--- src/design/srt_pkg.sv ---
// Constants, types and helper functions for the ramp and time-tag controller
// Contract
// - Time counters step on the 100 kHz reference; second pulse aligned to it.
// - External station time loads all time digits at once.
// - Processor presets the time in four word writes, assembled then loaded.
// - Internal clock counts 10 us steps, up to 999 days.
// - Internal mode ignores external time and presents the internal counter.
// - Loss of external time hands over to the internal counter seamlessly.
// - In external mode the internal counter keeps following station time.
// - Time tag holds a full-resolution time plus a function code.
// - Tag compared with all clock digits continuously; match runs the function.
// - A tag match raises an interrupt request to the processor.
// - Three writable data registers: initial value and two increments.
// - Start, stop, fixed frequency, positive and negative ramps supported.
// - Load command moves the initial value to stage one next 10 us.
// - Add: stage one to stage two, sum of stage one and increment to stage one.
// - Once started, a new value reaches the output every 10 us until stop.
// - Synthesizer cycles counted; count offered to the processor every 100 ms.
// - Cycle counter is synchronous and handles inputs up to 51 MHz.
// - Three retriggerable one-shots flag stopped or slow 100k, 1M, 5M clocks.
// - Status shows synthesizer power and the unlocked latch.
// - Lock loss sets a sticky flag cleared by reading status.
// - Three contact outputs: ready, phase in lock, power present.
// - Register address decoded into per-register read and write enables.
// - Tag match runs one of seven load, select, run, stop and step actions.
// - Nine-digit BCD cycle counter wraps, latched every 100 ms.
// - Real-time clock raises an interrupt at every 100 ms boundary.
// - Inactive increment preloaded; switched to on a rate change command.
package srt_pkg;
  localparam int unsigned CLK_PERIOD_NS = 8;
  localparam int unsigned NDIG          = 14;
  localparam int unsigned TIME_W        = 56;
  localparam int unsigned CYC_W         = 36;
  // Clock monitors trip after twice the nominal period without an edge
  localparam int unsigned MON100K_NS  = 10000;
  localparam int unsigned MON1M_NS    = 1000;
  localparam int unsigned MON5M_NS    = 200;
  localparam logic [11:0] MON100K_CYC = 12'(2 * MON100K_NS / CLK_PERIOD_NS);
  localparam logic [11:0] MON1M_CYC   = 12'(2 * MON1M_NS / CLK_PERIOD_NS);
  localparam logic [11:0] MON5M_CYC   = 12'(2 * MON5M_NS / CLK_PERIOD_NS);
  // Digit limits: 10us,100us,1ms,10ms,100ms,s,10s,min,10min; hours; days
  localparam logic [35:0] TIME_LOW_MAX = 36'h595999999;
  localparam logic [7:0]  HOURS_MAX    = 8'h23;
  localparam logic [19:0] SUBSEC_MAX   = 20'h99999;
  // Register byte offsets
  localparam logic [7:0] OFS_CTRL    = 8'h00;
  localparam logic [7:0] OFS_CMD     = 8'h04;
  localparam logic [7:0] OFS_STATUS  = 8'h08;
  localparam logic [7:0] OFS_TIME0   = 8'h10;
  localparam logic [7:0] OFS_TIME1   = 8'h14;
  localparam logic [7:0] OFS_TIME2   = 8'h18;
  localparam logic [7:0] OFS_TIME3   = 8'h1c;
  localparam logic [7:0] OFS_TAG_LO  = 8'h20;
  localparam logic [7:0] OFS_TAG_HI  = 8'h24;
  localparam logic [7:0] OFS_INIT_LO = 8'h28;
  localparam logic [7:0] OFS_INIT_HI = 8'h2c;
  localparam logic [7:0] OFS_INC1_LO = 8'h30;
  localparam logic [7:0] OFS_INC1_HI = 8'h34;
  localparam logic [7:0] OFS_INC2_LO = 8'h38;
  localparam logic [7:0] OFS_INC2_HI = 8'h3c;
  localparam logic [7:0] OFS_OUT_LO  = 8'h40;
  localparam logic [7:0] OFS_OUT_HI  = 8'h44;
  localparam logic [7:0] OFS_CYC_LO  = 8'h48;
  localparam logic [7:0] OFS_CYC_HI  = 8'h4c;
  // Field positions
  localparam int unsigned CTRL_EXT_BIT = 0;
  localparam int unsigned CTRL_PPS_BIT = 1;
  localparam int unsigned TAG_FN_LSB   = 28;
  localparam logic [1:0]  CTRL_RST     = 2'h0;

  typedef enum logic [2:0] {
    FN_NONE, FN_LOAD_STOP, FN_LOAD_INC1, FN_LOAD_INC2,
    FN_INC1, FN_INC2, FN_STOP, FN_STEP
  } srt_func_e;

  // One BCD digit increment with limit; returns {carry, digit}
  function automatic logic [4:0] srt_dig_inc(input logic [3:0] d,
                                             input logic [3:0] mx,
                                             input logic       c);
    if (!c) return {1'b0, d};
    if (d >= mx) return {1'b1, 4'h0};
    return {1'b0, 4'(d + 4'h1)};
  endfunction : srt_dig_inc

  // Advance a day/hour/minute/second/10us time value by one step
  function automatic logic [55:0] srt_time_inc(input logic [55:0] t);
    logic [55:0] r;
    logic [4:0]  s;
    logic        c;
    r = t;
    c = 1'b1;
    for (int i = 0; i < 9; i++) begin
      s = srt_dig_inc(t[i*4 +: 4], TIME_LOW_MAX[i*4 +: 4], c);
      r[i*4 +: 4] = s[3:0];
      c = s[4];
    end
    if (c && t[43:36] >= HOURS_MAX) begin
      r[43:36] = 8'h00;
    end else begin
      s = srt_dig_inc(t[39:36], 4'h9, c);
      r[39:36] = s[3:0];
      s = srt_dig_inc(t[43:40], 4'h9, s[4]);
      r[43:40] = s[3:0];
      c = 1'b0;
    end
    for (int i = 11; i < 14; i++) begin
      s = srt_dig_inc(t[i*4 +: 4], 4'h9, c);
      r[i*4 +: 4] = s[3:0];
      c = s[4];
    end
    return r;
  endfunction : srt_time_inc
endpackage : srt_pkg

--- src/design/srt_add_if.sv ---
// Handshake between the ramp control and the serial BCD adder
`timescale 1ns/100ps
interface srt_add_if;
  logic        start;
  logic [55:0] a;
  logic [55:0] b;
  logic [55:0] sum;
  logic        done;
  modport ctl (output start, output a, output b, input sum, input done);
  modport eng (input start, input a, input b, output sum, output done);
endinterface : srt_add_if

--- src/design/srt_bcd_adder.sv ---
// Digit-serial BCD adder, one digit per clock
`timescale 1ns/100ps
module srt_bcd_adder
  import srt_pkg::*;
(
  // Clock and reset
  input wire logic clk,
  input wire logic rst_n,
  // Operands and result
  srt_add_if.eng   add
);
  logic [55:0] a_q;
  logic [55:0] b_q;
  logic [55:0] sum_q;
  logic [3:0]  idx_q;
  logic        busy_q;
  logic        c_q;
  logic        done_q;

  wire  [4:0]  raw = 5'(a_q[3:0]) + 5'(b_q[3:0]) + 5'(c_q);
  wire         adj = raw > 5'h09;
  wire  [4:0]  dig = adj ? 5'(raw + 5'h06) : raw;

  // 14 digits take 14 clocks, far below one 10 us period
  always_ff @(posedge clk or negedge rst_n) begin
    if (!rst_n) begin
      a_q    <= '0;
      b_q    <= '0;
      sum_q  <= '0;
      idx_q  <= 4'h0;
      busy_q <= 1'b0;
      c_q    <= 1'b0;
      done_q <= 1'b0;
    end else if (add.start) begin
      a_q    <= add.a;
      b_q    <= add.b;
      idx_q  <= 4'h0;
      busy_q <= 1'b1;
      c_q    <= 1'b0;
      done_q <= 1'b0;
    end else if (busy_q) begin
      a_q    <= a_q >> 4;
      b_q    <= b_q >> 4;
      sum_q  <= {dig[3:0], sum_q[55:4]};
      c_q    <= adj;
      idx_q  <= 4'(idx_q + 4'h1);
      busy_q <= idx_q != 4'(NDIG - 1);
      done_q <= idx_q == 4'(NDIG - 1);
    end
  end

  assign add.sum  = sum_q;
  assign add.done = done_q;
endmodule : srt_bcd_adder

--- src/design/srt_rtc.sv ---
// Real-time clock counter: 10 us steps up to 999 days
`timescale 1ns/100ps
module srt_rtc
  import srt_pkg::*;
(
  // Clock and reset
  input  wire logic        clk,
  input  wire logic        rst_n,
  // Stepping
  input  wire logic        tick,
  input  wire logic        pps,
  // Parallel preset
  input  wire logic        load,
  input  wire logic [55:0] load_val,
  // Count
  output logic      [55:0] cnt
);
  logic [55:0] cnt_q;
  wire  [55:0] pps_base = {cnt_q[55:20], SUBSEC_MAX};
  wire  [55:0] step_val = srt_time_inc(pps ? pps_base : cnt_q);

  always_ff @(posedge clk or negedge rst_n) begin
    if (!rst_n) begin
      cnt_q <= '0;
    end else if (load) begin
      cnt_q <= load_val;
    end else if (tick) begin
      cnt_q <= step_val;
    end
  end

  assign cnt = cnt_q;
endmodule : srt_rtc

--- src/design/srt_ctrl_top.sv ---
// Timing, time-tag, frequency ramp and status logic with an APB slave
//
// Our own choices: the register offsets and register access over APB.
`timescale 1ns/100ps
module srt_ctrl_top
  import srt_pkg::*;
(
  // Clock and reset
  input  wire logic        CLK_SYS,
  input  wire logic        ARST_N,
  // APB slave
  input  wire logic        PSEL,
  input  wire logic        PENABLE,
  input  wire logic        PWRITE,
  input  wire logic [7:0]  PADDR,
  input  wire logic [31:0] PWDATA,
  output logic      [31:0] PRDATA,
  output logic             PREADY,
  output logic             PSLVERR,
  // Timing references
  input  wire logic        REF_100K,
  input  wire logic        ONCE_PER_SECOND_PULSE,
  input  wire logic [55:0] STATION_TIME_SOURCE,
  input  wire logic        STATION_TIME_VALID,
  // Synthesizer monitor
  input  wire logic        SYN_CYCLE,
  input  wire logic        MON_1M,
  input  wire logic        MON_5M,
  input  wire logic        SYN_POWER,
  input  wire logic        SYN_UNLOCK,
  // Frequency command and requests
  output logic      [55:0] FREQ_CMD,
  output logic             TAG_IRQ,
  output logic             TICK_IRQ,
  // Contact closures
  output logic             CC_READY,
  output logic             CC_INLOCK,
  output logic             CC_POWER
);
  logic [31:0] prdata_q;
  logic        pready_q;
  logic        pslverr_q;
  logic [1:0]  ctrl_q;
  logic        ref_q;
  logic        pps_q;
  logic        pps_pend_q;
  logic        tick_q;
  logic [47:0] time_stage_q;
  logic [55:0] tag_time_q;
  srt_func_e   tag_fn_q;
  logic        tag_armed_q;
  logic [55:0] init_q;
  logic [55:0] inc1_q;
  logic [55:0] inc2_q;
  logic [55:0] s1_q;
  logic [55:0] s2_q;
  logic        run_q;
  logic        incsel_q;
  logic        load_pend_q;
  logic        step_pend_q;
  logic        sum_ok_q;
  logic        syn_q;
  logic [35:0] cyc_q;
  logic [35:0] cyc_lat_q;
  logic [11:0] mon_cnt_q [3];
  logic [2:0]  fault_q;
  logic        lost_q;
  logic        tag_irq_q;
  logic        tick_irq_q;
  logic [2:0]  cc_q;
  logic [55:0] rtc_cnt;

  srt_add_if add_bus ();

  // Bus phases and address decode
  wire setup   = PSEL & ~PENABLE;
  wire access  = PSEL & PENABLE & pready_q;
  wire wr_acc  = access & PWRITE;
  wire rd_acc  = access & ~PWRITE;
  wire hit_ctrl  = PADDR == OFS_CTRL;
  wire hit_cmd   = PADDR == OFS_CMD;
  wire hit_stat  = PADDR == OFS_STATUS;
  wire hit_t0    = PADDR == OFS_TIME0;
  wire hit_t1    = PADDR == OFS_TIME1;
  wire hit_t2    = PADDR == OFS_TIME2;
  wire hit_t3    = PADDR == OFS_TIME3;
  wire hit_taglo = PADDR == OFS_TAG_LO;
  wire hit_taghi = PADDR == OFS_TAG_HI;
  wire hit_inilo = PADDR == OFS_INIT_LO;
  wire hit_inihi = PADDR == OFS_INIT_HI;
  wire hit_i1lo  = PADDR == OFS_INC1_LO;
  wire hit_i1hi  = PADDR == OFS_INC1_HI;
  wire hit_i2lo  = PADDR == OFS_INC2_LO;
  wire hit_i2hi  = PADDR == OFS_INC2_HI;
  wire hit_outlo = PADDR == OFS_OUT_LO;
  wire hit_outhi = PADDR == OFS_OUT_HI;
  wire hit_cyclo = PADDR == OFS_CYC_LO;
  wire hit_cychi = PADDR == OFS_CYC_HI;
  wire addr_ok = hit_ctrl | hit_cmd | hit_stat | hit_t0 | hit_t1 | hit_t2 |
                 hit_t3 | hit_taglo | hit_taghi | hit_inilo | hit_inihi |
                 hit_i1lo | hit_i1hi | hit_i2lo | hit_i2hi | hit_outlo |
                 hit_outhi | hit_cyclo | hit_cychi;

  // Time source selection and stepping
  wire tick      = REF_100K & ~ref_q;
  wire pps_rise  = ONCE_PER_SECOND_PULSE & ~pps_q;
  wire pps_go    = tick & pps_pend_q & ctrl_q[CTRL_PPS_BIT];
  wire use_ext   = ctrl_q[CTRL_EXT_BIT] & STATION_TIME_VALID;
  wire time_wr   = wr_acc & hit_t3;
  wire rtc_load  = time_wr | use_ext;
  wire [55:0] rtc_val = time_wr ? {PWDATA[7:0], time_stage_q}
                                : STATION_TIME_SOURCE;
  // Internal count already follows station time, so loss is seamless
  wire [55:0] sel_time = use_ext ? STATION_TIME_SOURCE : rtc_cnt;
  wire bnd_100ms = tick_q & (sel_time[15:0] == 16'h0000);

  // Time tag and function dispatch
  wire tag_match = tag_armed_q & (sel_time == tag_time_q);
  wire cmd_wr    = wr_acc & hit_cmd;
  wire [2:0] cmd_code = cmd_wr ? PWDATA[2:0] : 3'h0;
  wire [2:0] tag_code = tag_match ? tag_fn_q : 3'h0;
  srt_func_e fn;
  assign fn = srt_func_e'(tag_match ? tag_code : cmd_code);
  wire fn_load = fn == FN_LOAD_STOP || fn == FN_LOAD_INC1 ||
                 fn == FN_LOAD_INC2;
  wire fn_run  = fn == FN_LOAD_INC1 || fn == FN_LOAD_INC2 ||
                 fn == FN_INC1 || fn == FN_INC2;
  wire fn_halt = fn == FN_LOAD_STOP || fn == FN_STOP;
  wire fn_sel1 = fn == FN_LOAD_INC1 || fn == FN_INC1;
  wire fn_sel2 = fn == FN_LOAD_INC2 || fn == FN_INC2;
  wire fn_step = fn == FN_STEP;
  wire incsel_d = fn_sel2 ? 1'b1 : (fn_sel1 ? 1'b0 : incsel_q);
  wire add_now  = (run_q | step_pend_q) & sum_ok_q;

  // Adder is restarted after each step and after each function
  assign add_bus.start = tick_q | (fn != FN_NONE);
  assign add_bus.a     = s1_q;
  assign add_bus.b     = incsel_d ? inc2_q : inc1_q;

  // Cycle counter next value and monitor inputs
  wire syn_rise = SYN_CYCLE & ~syn_q;
  logic [35:0] cyc_d;
  logic [4:0]  cyc_s;
  always_comb begin
    cyc_s = {syn_rise, 4'h0};
    cyc_d = cyc_q;
    for (int i = 0; i < 9; i++) begin
      cyc_s = srt_dig_inc(cyc_q[i*4 +: 4], 4'h9, cyc_s[4]);
      cyc_d[i*4 +: 4] = cyc_s[3:0];
    end
  end
  wire [2:0]  mon_in    = {MON_5M, MON_1M, REF_100K};
  logic [2:0] mon_prev_q;
  wire [2:0]  mon_rise  = mon_in & ~mon_prev_q;
  wire [11:0] mon_lim [3] = '{MON100K_CYC, MON1M_CYC, MON5M_CYC};

  wire stat_rd  = rd_acc & hit_stat;
  wire lost_d   = SYN_UNLOCK | (lost_q & ~(stat_rd & prdata_q[5]));
  wire [31:0] status_w = {22'h0, STATION_TIME_VALID, tag_armed_q, incsel_q,
                          run_q, lost_q, SYN_UNLOCK, SYN_POWER,
                          fault_q};

  // Read data selection
  wire [31:0] rdata_w =
      hit_ctrl  ? {30'h0, ctrl_q} :
      hit_stat  ? status_w :
      hit_t0    ? {16'h0, sel_time[15:0]} :
      hit_t1    ? {16'h0, sel_time[31:16]} :
      hit_t2    ? {16'h0, sel_time[47:32]} :
      hit_t3    ? {24'h0, sel_time[55:48]} :
      hit_taglo ? tag_time_q[31:0] :
      hit_taghi ? {1'b0, tag_fn_q, 4'h0, tag_time_q[55:32]} :
      hit_inilo ? init_q[31:0] :
      hit_inihi ? {8'h0, init_q[55:32]} :
      hit_i1lo  ? inc1_q[31:0] :
      hit_i1hi  ? {8'h0, inc1_q[55:32]} :
      hit_i2lo  ? inc2_q[31:0] :
      hit_i2hi  ? {8'h0, inc2_q[55:32]} :
      hit_outlo ? s2_q[31:0] :
      hit_outhi ? {8'h0, s2_q[55:32]} :
      hit_cyclo ? cyc_lat_q[31:0] :
      hit_cychi ? {28'h0, cyc_lat_q[35:32]} : 32'h0;

  srt_rtc u_rtc (
    .clk      (CLK_SYS),
    .rst_n    (ARST_N),
    .tick     (tick),
    .pps      (pps_go),
    .load     (rtc_load),
    .load_val (rtc_val),
    .cnt      (rtc_cnt)
  );

  srt_bcd_adder u_add (
    .clk   (CLK_SYS),
    .rst_n (ARST_N),
    .add   (add_bus.eng)
  );

  // APB answer: one wait-free access phase
  always_ff @(posedge CLK_SYS or negedge ARST_N) begin
    if (!ARST_N) begin
      pready_q  <= 1'b0;
      prdata_q  <= 32'h0;
      pslverr_q <= 1'b0;
    end else begin
      pready_q  <= setup;
      pslverr_q <= setup & ~addr_ok;
      if (setup) prdata_q <= PWRITE ? 32'h0 : rdata_w;
    end
  end

  // Software-written registers
  always_ff @(posedge CLK_SYS or negedge ARST_N) begin
    if (!ARST_N) begin
      ctrl_q       <= CTRL_RST;
      time_stage_q <= '0;
      tag_time_q   <= '0;
      init_q       <= '0;
      inc1_q       <= '0;
      inc2_q       <= '0;
    end else if (wr_acc) begin
      if (hit_ctrl)  ctrl_q              <= PWDATA[1:0];
      if (hit_t0)    time_stage_q[15:0]  <= PWDATA[15:0];
      if (hit_t1)    time_stage_q[31:16] <= PWDATA[15:0];
      if (hit_t2)    time_stage_q[47:32] <= PWDATA[15:0];
      if (hit_taglo) tag_time_q[31:0]    <= PWDATA;
      if (hit_taghi) tag_time_q[55:32]   <= PWDATA[23:0];
      if (hit_inilo) init_q[31:0]        <= PWDATA;
      if (hit_inihi) init_q[55:32]       <= PWDATA[23:0];
      if (hit_i1lo)  inc1_q[31:0]        <= PWDATA;
      if (hit_i1hi)  inc1_q[55:32]       <= PWDATA[23:0];
      if (hit_i2lo)  inc2_q[31:0]        <= PWDATA;
      if (hit_i2hi)  inc2_q[55:32]       <= PWDATA[23:0];
    end
  end

  // Tag arming and timing edges
  always_ff @(posedge CLK_SYS or negedge ARST_N) begin
    if (!ARST_N) begin
      tag_fn_q    <= FN_NONE;
      tag_armed_q <= 1'b0;
      ref_q       <= 1'b0;
      pps_q       <= 1'b0;
      pps_pend_q  <= 1'b0;
      tick_q      <= 1'b0;
      tag_irq_q   <= 1'b0;
      tick_irq_q  <= 1'b0;
    end else begin
      ref_q      <= REF_100K;
      pps_q      <= ONCE_PER_SECOND_PULSE;
      pps_pend_q <= pps_rise | (pps_pend_q & ~tick);
      tick_q     <= tick;
      tag_irq_q  <= tag_match;
      tick_irq_q <= bnd_100ms;
      if (wr_acc && hit_taghi) begin
        tag_fn_q    <= srt_func_e'(PWDATA[TAG_FN_LSB +: 3]);
        tag_armed_q <= 1'b1;
      end else if (tag_match) begin
        tag_armed_q <= 1'b0;
      end
    end
  end

  // Two-stage output storage
  always_ff @(posedge CLK_SYS or negedge ARST_N) begin
    if (!ARST_N) begin
      s1_q        <= '0;
      s2_q        <= '0;
      run_q       <= 1'b0;
      incsel_q    <= 1'b0;
      load_pend_q <= 1'b0;
      step_pend_q <= 1'b0;
      sum_ok_q    <= 1'b0;
    end else begin
      incsel_q    <= incsel_d;
      run_q       <= fn_run | (run_q & ~fn_halt);
      load_pend_q <= fn_load | (load_pend_q & ~tick);
      step_pend_q <= fn_step | (step_pend_q & ~(tick & sum_ok_q));
      sum_ok_q    <= add_bus.done & ~add_bus.start;
      if (tick) begin
        s2_q <= s1_q;
        if (load_pend_q)  s1_q <= init_q;
        else if (add_now) s1_q <= add_bus.sum;
      end
    end
  end

  // Cycle counter, clock one-shots, lock latch and contacts
  always_ff @(posedge CLK_SYS or negedge ARST_N) begin
    if (!ARST_N) begin
      syn_q      <= 1'b0;
      cyc_q      <= '0;
      cyc_lat_q  <= '0;
      mon_prev_q <= 3'h0;
      mon_cnt_q  <= '{default: 12'h000};
      fault_q    <= 3'h0;
      lost_q     <= 1'b0;
      cc_q       <= 3'h0;
    end else begin
      syn_q      <= SYN_CYCLE;
      cyc_q      <= cyc_d;
      if (bnd_100ms) cyc_lat_q <= cyc_q;
      mon_prev_q <= mon_in;
      for (int i = 0; i < 3; i++) begin
        mon_cnt_q[i] <= mon_rise[i] ? 12'h000 :
                        (fault_q[i] ? mon_cnt_q[i] : 12'(mon_cnt_q[i] + 12'h1));
        fault_q[i]   <= ~mon_rise[i] & (mon_cnt_q[i] >= mon_lim[i]);
      end
      lost_q <= lost_d;
      cc_q   <= {SYN_POWER, ~SYN_UNLOCK,
                 SYN_POWER & ~SYN_UNLOCK & ~|fault_q};
    end
  end

  assign PRDATA    = prdata_q;
  assign PREADY    = pready_q;
  assign PSLVERR   = pslverr_q;
  assign FREQ_CMD  = s2_q;
  assign TAG_IRQ   = tag_irq_q;
  assign TICK_IRQ  = tick_irq_q;
  assign CC_READY  = cc_q[0];
  assign CC_INLOCK = cc_q[1];
  assign CC_POWER  = cc_q[2];
endmodule : srt_ctrl_top

--- config.mk ---
export PLATFORM = sky130hd
export DESIGN_NAME = srt_ctrl_top
export DESIGN_NICKNAME = d
export VERILOG_FILES = /design/src/design/srt_pkg.sv /design/src/design/srt_add_if.sv /design/src/design/srt_bcd_adder.sv /design/src/design/srt_rtc.sv /design/src/design/srt_ctrl_top.sv
export SDC_FILE = /design/constraint.sdc
export NUM_CORES = 2
export LEC_CHECK = 0
export ABC_AREA = 1
export BUFFER_PORTS_ARGS = -buffer_cell sky130_fd_sc_hd__buf_2
export CAP_MARGIN = 40
export CORE_MARGIN = 2
export CORE_UTILIZATION = 62
export CTS_CLUSTER_DIAMETER = 50
export CTS_CLUSTER_SIZE = 16
export DETAILED_ROUTE_END_ITERATION = 8
export GPL_ROUTABILITY_DRIVEN = 0
export PLACE_DENSITY_LB_ADDON = 0.05
export SLEW_MARGIN = 20
export SYNTH_ARGS = -nofsm -noshare
export SYNTH_HDL_FRONTEND = slang
export SYNTH_SLANG_ARGS = --single-unit
--- constraint.sdc ---
create_clock -name CLK_SYS -period 3.7 [get_ports CLK_SYS]
set_input_delay 0.37 -clock CLK_SYS [delete_from_list [all_inputs] [get_ports CLK_SYS]]
set_output_delay 0.37 -clock CLK_SYS [all_outputs]
set_load 0.005 [all_outputs]
After elaboration in Yosys (flattened, before gate mapping)
Cells that the tools add are included.
{"block": "op_classes", "n_addsub": 30, "magnitude_cmp": 28, "n_eq_ne": 31, "n_mux": 196, "bitwise": 74, "reduce_logical": 33}
{"operator": "$mux W56", "count": 11}
{"operator": "$mux W32", "count": 18}
{"operator": "$mux W5", "count": 79}
{"operator": "$add A4 B1 Y4 const B", "count": 24}
{"operator": "$ge A4 B4 Y1 const B", "count": 21}
{"operator": "$mux W12", "count": 6}
{"operator": "$eq A8 B6 Y1 const B", "count": 8}
{"operator": "$mux W4", "count": 16}
{"operator": "$mux W1", "count": 62}
{"operator": "$eq A56 B56 Y1", "count": 1}
{"operator": "$add A12 B1 Y12 const B", "count": 3}
{"operator": "$eq A8 B5 Y1 const B", "count": 4}
{"operator": "$eq A8 B7 Y1 const B", "count": 4}
{"operator": "$and A1 B1 Y1", "count": 31}
{"operator": "$reduce_and A2 Y1", "count": 14}
{"operator": "$or A1 B1 Y1", "count": 26}
{"operator": "$mux W20", "count": 1}
{"operator": "$logic_not A16 Y1", "count": 1}
{"operator": "$not A1 Y1", "count": 15}
{"operator": "$eq A3 B3 Y1 const B", "count": 4}
{"operator": "$ge A12 B12 Y1 const B", "count": 1}
{"operator": "$ge A12 B6 Y1 const B", "count": 1}
{"operator": "$ge A12 B8 Y1 const B", "count": 1}
{"operator": "$eq A8 B3 Y1 const B", "count": 1}
{"operator": "other kinds (23)", "count": 39}
{"block": "word_totals", "regBits": 785, "in_bits": 109, "output_inout_bits": 95, "wordCells": 440}

Depth between registers and ports, before layout
{"block": "logic_depth", "ltp_word": 56, "ltp_mapped": 26, "mapped_depth_nobuf": 22}

Modules after synthesis
From an unflattened synthesis, not the netlist that was laid out.
{"block": "unflattened", "hier_cells": 5172, "hier_area_um2": 40287.4}
{"module": "srt_ctrl_top", "n_inst": 1, "cells_each": 3787, "area_per_inst_um2": 28646.2}
{"module": "srt_bcd_adder", "n_inst": 1, "cells_each": 817, "area_per_inst_um2": 7383.3}
{"module": "srt_rtc", "n_inst": 1, "cells_each": 568, "area_per_inst_um2": 4257.8}

Least setup slack after synthesis
OpenSTA, ideal clock, no wires.
{"block": "synth_path", "kind": "register -> register", "startpoint": "register mon_prev_q[0] (netlist name)", "endpoint": "register u_rtc.cnt_q[35] (netlist: u_rtc.cnt[35])", "t_arrival_ps": 3012, "required_time_ps": 3575, "path_slack_ps": 564, "stages_incl_launch_ff": 17, "path_buffers": 1, "path_cell_list": "dfrtp_1 -> inv_1 -> nand2_2 -> nor3_4 -> clkbuf_1 -> nor2_1 -> inv_1 -> ha_1 -> inv_1 -> a31oi_4 -> nand2_2 -> nor2_4 -> nand3_2 -> nor2_2 -> nand3_2 -> o21ai_1 -> mux2_2"}
{"element": "to (signal assigned)", "line_no": "srt_rtc.sv:26", "text": "cnt_q <= load_val;"}
{"element": "to (signal assigned)", "line_no": "srt_rtc.sv:28", "text": "cnt_q <= step_val;"}
{"element": "to (decl)", "line_no": "srt_rtc.sv:18", "text": "logic [55:0] cnt_q;"}

Worst setup path in the final report
{"block": "layout_path", "startpoint": "register ctrl_q[0]", "endpoint": "register u_add.b_q[0]"}
{"block": "layout_between", "elab_chain_cells": 11, "elab_cells_between_ends": 18, "classes_between": "eq/ne: 5; mux: 6; bitwise: 3; reduce/logical: 4"}
{"element": "from (decl)", "line_no": "srt_ctrl_top.sv:43", "text": "logic [1:0] ctrl_q;"}
{"element": "from (signal assigned)", "line_no": "srt_ctrl_top.sv:223", "text": "if (hit_ctrl) ctrl_q <= PWDATA[1:0];"}
{"element": "$and A1 B1 Y1 (*)", "line_no": "srt_ctrl_top.sv:108", "text": "wire use_ext = ctrl_q[CTRL_EXT_BIT] & STATION_TIME_VALID;"}
{"element": "$mux W56 (*)", "line_no": "srt_ctrl_top.sv:114", "text": "wire [55:0] sel_time = use_ext ? STATION_TIME_SOURCE : rtc_cnt;"}
{"element": "$eq A56 B56 Y1 (*)", "line_no": "srt_ctrl_top.sv:118", "text": "wire tag_match = tag_armed_q & (sel_time == tag_time_q);"}
{"element": "$and A1 B1 Y1 (*)", "line_no": "srt_ctrl_top.sv:118"}
{"element": "$mux W3 (*)", "line_no": "srt_ctrl_top.sv:123", "text": "assign fn = srt_func_e'(tag_match ? tag_code : cmd_code);"}
{"element": "$eq A3 B2 Y1 or $eq A3 B3 Y1 (tied branches)", "line_no": "srt_ctrl_top.sv:129", "text": "wire fn_sel1 = fn == FN_LOAD_INC1 || fn == FN_INC1;"}
{"element": "$logic_or A1 B1 Y1", "line_no": "srt_ctrl_top.sv:129"}
{"element": "$mux W1 (2 in a row)", "line_no": "srt_ctrl_top.sv:132", "text": "wire incsel_d = fn_sel2 ? 1'b1 : (fn_sel1 ? 1'b0 : incsel_q);"}
{"element": "$mux W56", "line_no": "srt_ctrl_top.sv:138", "text": "assign add_bus.b = incsel_d ? inc2_q : inc1_q;"}
{"element": "$mux W56", "line_no": "srt_bcd_adder.sv:34", "text": "end else if (add.start) begin"}
{"element": "to (signal assigned)", "line_no": "srt_bcd_adder.sv:36", "text": "b_q <= add.b;"}
{"element": "to (signal assigned)", "line_no": "srt_bcd_adder.sv:43", "text": "b_q <= b_q >> 4;"}
{"element": "to (decl)", "line_no": "srt_bcd_adder.sv:13", "text": "logic [55:0] b_q;"}
Every way passes the cells marked *; elsewhere a longest branch is shown, timed or not.
A chain may end at the register's enable or synchronous reset.

==> impl_metrics.toml <==
[status]
status = "finished clean"

[sta]
maxClockFrequency_mhz = 279
report.final.slew_viol_count = 0
fin_worst_skew_ps = 31.5
tightestPinTransition_ps = 915
finalCritPeriodShare_pct = 96.7
timing.slew.headroom_pct = 38.9
hold_viol = 0
min_period_ps = 3580
setup-violations-final = 0

[power]
switchingPower_mw = 8.55
seq_power_share_pct = 45.1
ir_drop_uv = 390
power_leakage_nw = 22.2
p_per_area_mw_per_mm2 = 548
power_frac_clock_pct = 34.9
combPwrFrac_pct = 20.0
p_int_mw = 16.5
switching_share_pct = 34.1

[logic_synthesis]
syn_avg_cell_area_um2 = 7.70
yosysSeqAreaShare_pct = 48.8
synthCells = 5226
synth_cell_type_count = 57
synthArstFlopShare_pct = 100
synth_top_area_share_pct = 48.8
yosys-top-cells-area = "dfrtp_1 (49%), nand2_1 (14%), o21ai_0 (8.7%)"
yosysWarnings = 0
synth_edf_count = 0
netlist_area_mm2 = 0.0402
ys.flop_type = "dfrtp_1"
synth_largest_area_cell = "dfrtp_1"
synth_most_common_cell = "nand2_1"
syn_nets = 5419
ys_top_cells_by_count = "nand2_1 (1551), dfrtp_1 (784), o21ai_0 (696)"
ys_ff_latch = 784

[final_layout]
final_net_count = 5590
seqCellArea_mm2 = 0.0196
layout.cells.non_filler = 6320
syn2layout_area_growth_pct = 13.9
post-route-util_pct = 71.2
layout-drive-gt1-share_pct = 10.0
multi_input_area_mm2 = 0.0170
fill_cells = 5303

[clock_network]
cts_tree = "yes"
path_clk_slew_ps = 70
clock-sinks = 784
root_buffer = "clkbuf_16"
htreeDepth = 3
clk_latency_ps = 650
numCtsBuffers = 84
cts_max_path_buffers = 3

[placement]
numPortBuffers = 203
dp_hpwl_um = 105000
placedCellCount = 6142

[worst_setup_path]
critPathCaptureType = "register"
worstSetupPathType = "register to register"
start_kind = "register"
critPathMaxFanout = 44
arrival_ps = 4160
worstPathRequired_ps = 4280

[global_routing]
grt_overflow_total = 0
grt_pass1_vias = 35300
grt_max_degree = 95
grt_first_pass_wirelength_um = 217000
antenna_found_initial = 6
grtUsageTotal_pct = 43.1

[drt]
drtPass1Iterations = 9
drc_errors = 0
vias = 38400
totalWireLength_um = 144000
ant_nets = 0
drt_iter0_drc = 5769
routed_via_density = 6.07
wire_per_inst_um = 22.9

[die]
die_h_um = 259
die_area_mm2 = 0.0669
ioPinCount = 204
rows = 93
fp.coreArea_mm2 = 0.0643
die_w_um = 259
initial_core_util_pct = 62.5

[hold_path]
hp-class = "input pin to register"

[flow_run]
timing.max_cap.violations = 0
==> layout by cell type, fill, tap and decap left out, drive strengths merged, types with 24 or more instances in the layout <==
cell type	n
nand2	1559
dfrtp	784
o21ai	749
inv	701
nand3	407
buf	340
nor2	213
a21oi	143
clkbuf	101
o211ai	92
ha	82
nor3	33
nand4	31
a31oi	24
==> final timing paths <==
check / from / end / slack (ps) / cells past startpoint
max in group asynchronous: ARST_N / cyc_q[13] / 2310 / 3
min reg2reg: pps_q / pps_pend_q / 440 / 1
min in group asynchronous: ARST_N / mon_cnt_q[4] / 350 / 2
max: ctrl_q[0] / u_add.b_q[0] / 120 / 23
max reg2reg: ctrl_q[0] / u_add.b_q[0] / 120 / 23
min: PWDATA[24] / tag_time_q[24] / 70 / 3
==> through the flow <==
stage	hold WS [ps]	setup slack [ps]	setup TNS, ps	area [µm²]	total power [mW]
final	74.2	121	0	45800	25.1
after global routing	89.1	-27.0	-27.0	45800	26.2
after CTS	67.3	150	0	45600	24.9
after detailed placement	440	118	0	42600	16.2
after global placement	423	115	0	42500	16.0
after floorplan	74.4	564	0	40200	14.0
==> power groups by stage <==
stage	Combinational, mW	Clock (mW)	Sequential, mW
2_1_floorplan	3.09	0	10.9
3_3_place_gp	4.67	0	11.4
3_5_place_dp	4.85	0	11.4
4_1_cts	4.90	8.78	11.2
5_1_grt	5.61	9.15	11.4
6_report	5.02	8.77	11.3
==> state kept, by name (all words and copies together), names as in the netlist, 36 cells and up <==
| register | count |
|---|---|
| time_stage_q | 48 |
| inc2_q | 56 |
| mon_cnt_q | 36 |
| u_add.a_q | 56 |
| tag_time_q | 56 |
| init_q | 56 |
| inc1_q | 56 |
| cyc_lat_q | 36 |
| FREQ_CMD | 56 |
| u_rtc.cnt | 56 |
| u_add.b_q | 56 |
| add_bus.a | 56 |
| u_add.add.sum | 56 |
| cyc_q | 36 |
==> area by class of cell <==
| class | instances | share of cell area (%) |
|---|---|---|
| Timing Repair Buffer | 352 | 5.87 |
| Inverter | 678 | 5.56 |
| Multi-Input combinational cell | 3497 | 37.1 |
| Clock inverter | 54 | 1.27 |
| Sequential cell | 784 | 42.8 |
| Tap cell | 855 | 2.34 |
| Antenna cell | 1 | 0.00546 |
| Clock buffer | 99 | 4.98 |
==> per-layer routing <==
metal	vias to the layer above	GRT usage (%)	part of all wire [%]
met5	-	0	0.048
li1	17300	-	-
met3	486	15.4	15
met1	18100	60.2	39
met4	10	21.8	5.9
met2	2478	59.3	40
==> cells by family (layout without fill, tap and decap cells) <==
family                     after synthesis  after routing  synth area share, %
AOI/OAI and AO/OA                     1133           1133                 15.8
xor gates and xnor gates                18             18                0.392
adders and majority gates               84             84                 2.65
buffers and inverters                  946           1183                 9.25
DFF                                    784            784                 48.8
muxes                                    1              1               0.0280
other                                    0              1                    0
and+or+nand+nor                       2260           2261                 23.1
==> critical path, cell delays in order (launching register included) <==
cell and delay, ps:
dfrtp_2 470, nand2_8 140, buf_6 170, buf_4 210, nand2_1 120, nand3_1 100
nand2_1 70, nor2_1 240, nand2_1 80, nor2_1 150, nand2_1 70, nor2_1 110
nand3_2 150, nand2_1 140, nand2_4 90, nor2_2 130, nand2_4 140, nor2_4 280
buf_4 170, buf_12 200, nand2_1 80, nand2_1 70, inv_1 40, nand2_1 60
==> what timing repair did <==
item,in CTS,in global routing
endpoints found under the hold margin,84,0
resized for setup,0,20
hold buffers,10,0
setup buffers,0,8
endpoints found under the setup margin,0,154
Power figures use the tool's default switching activity.
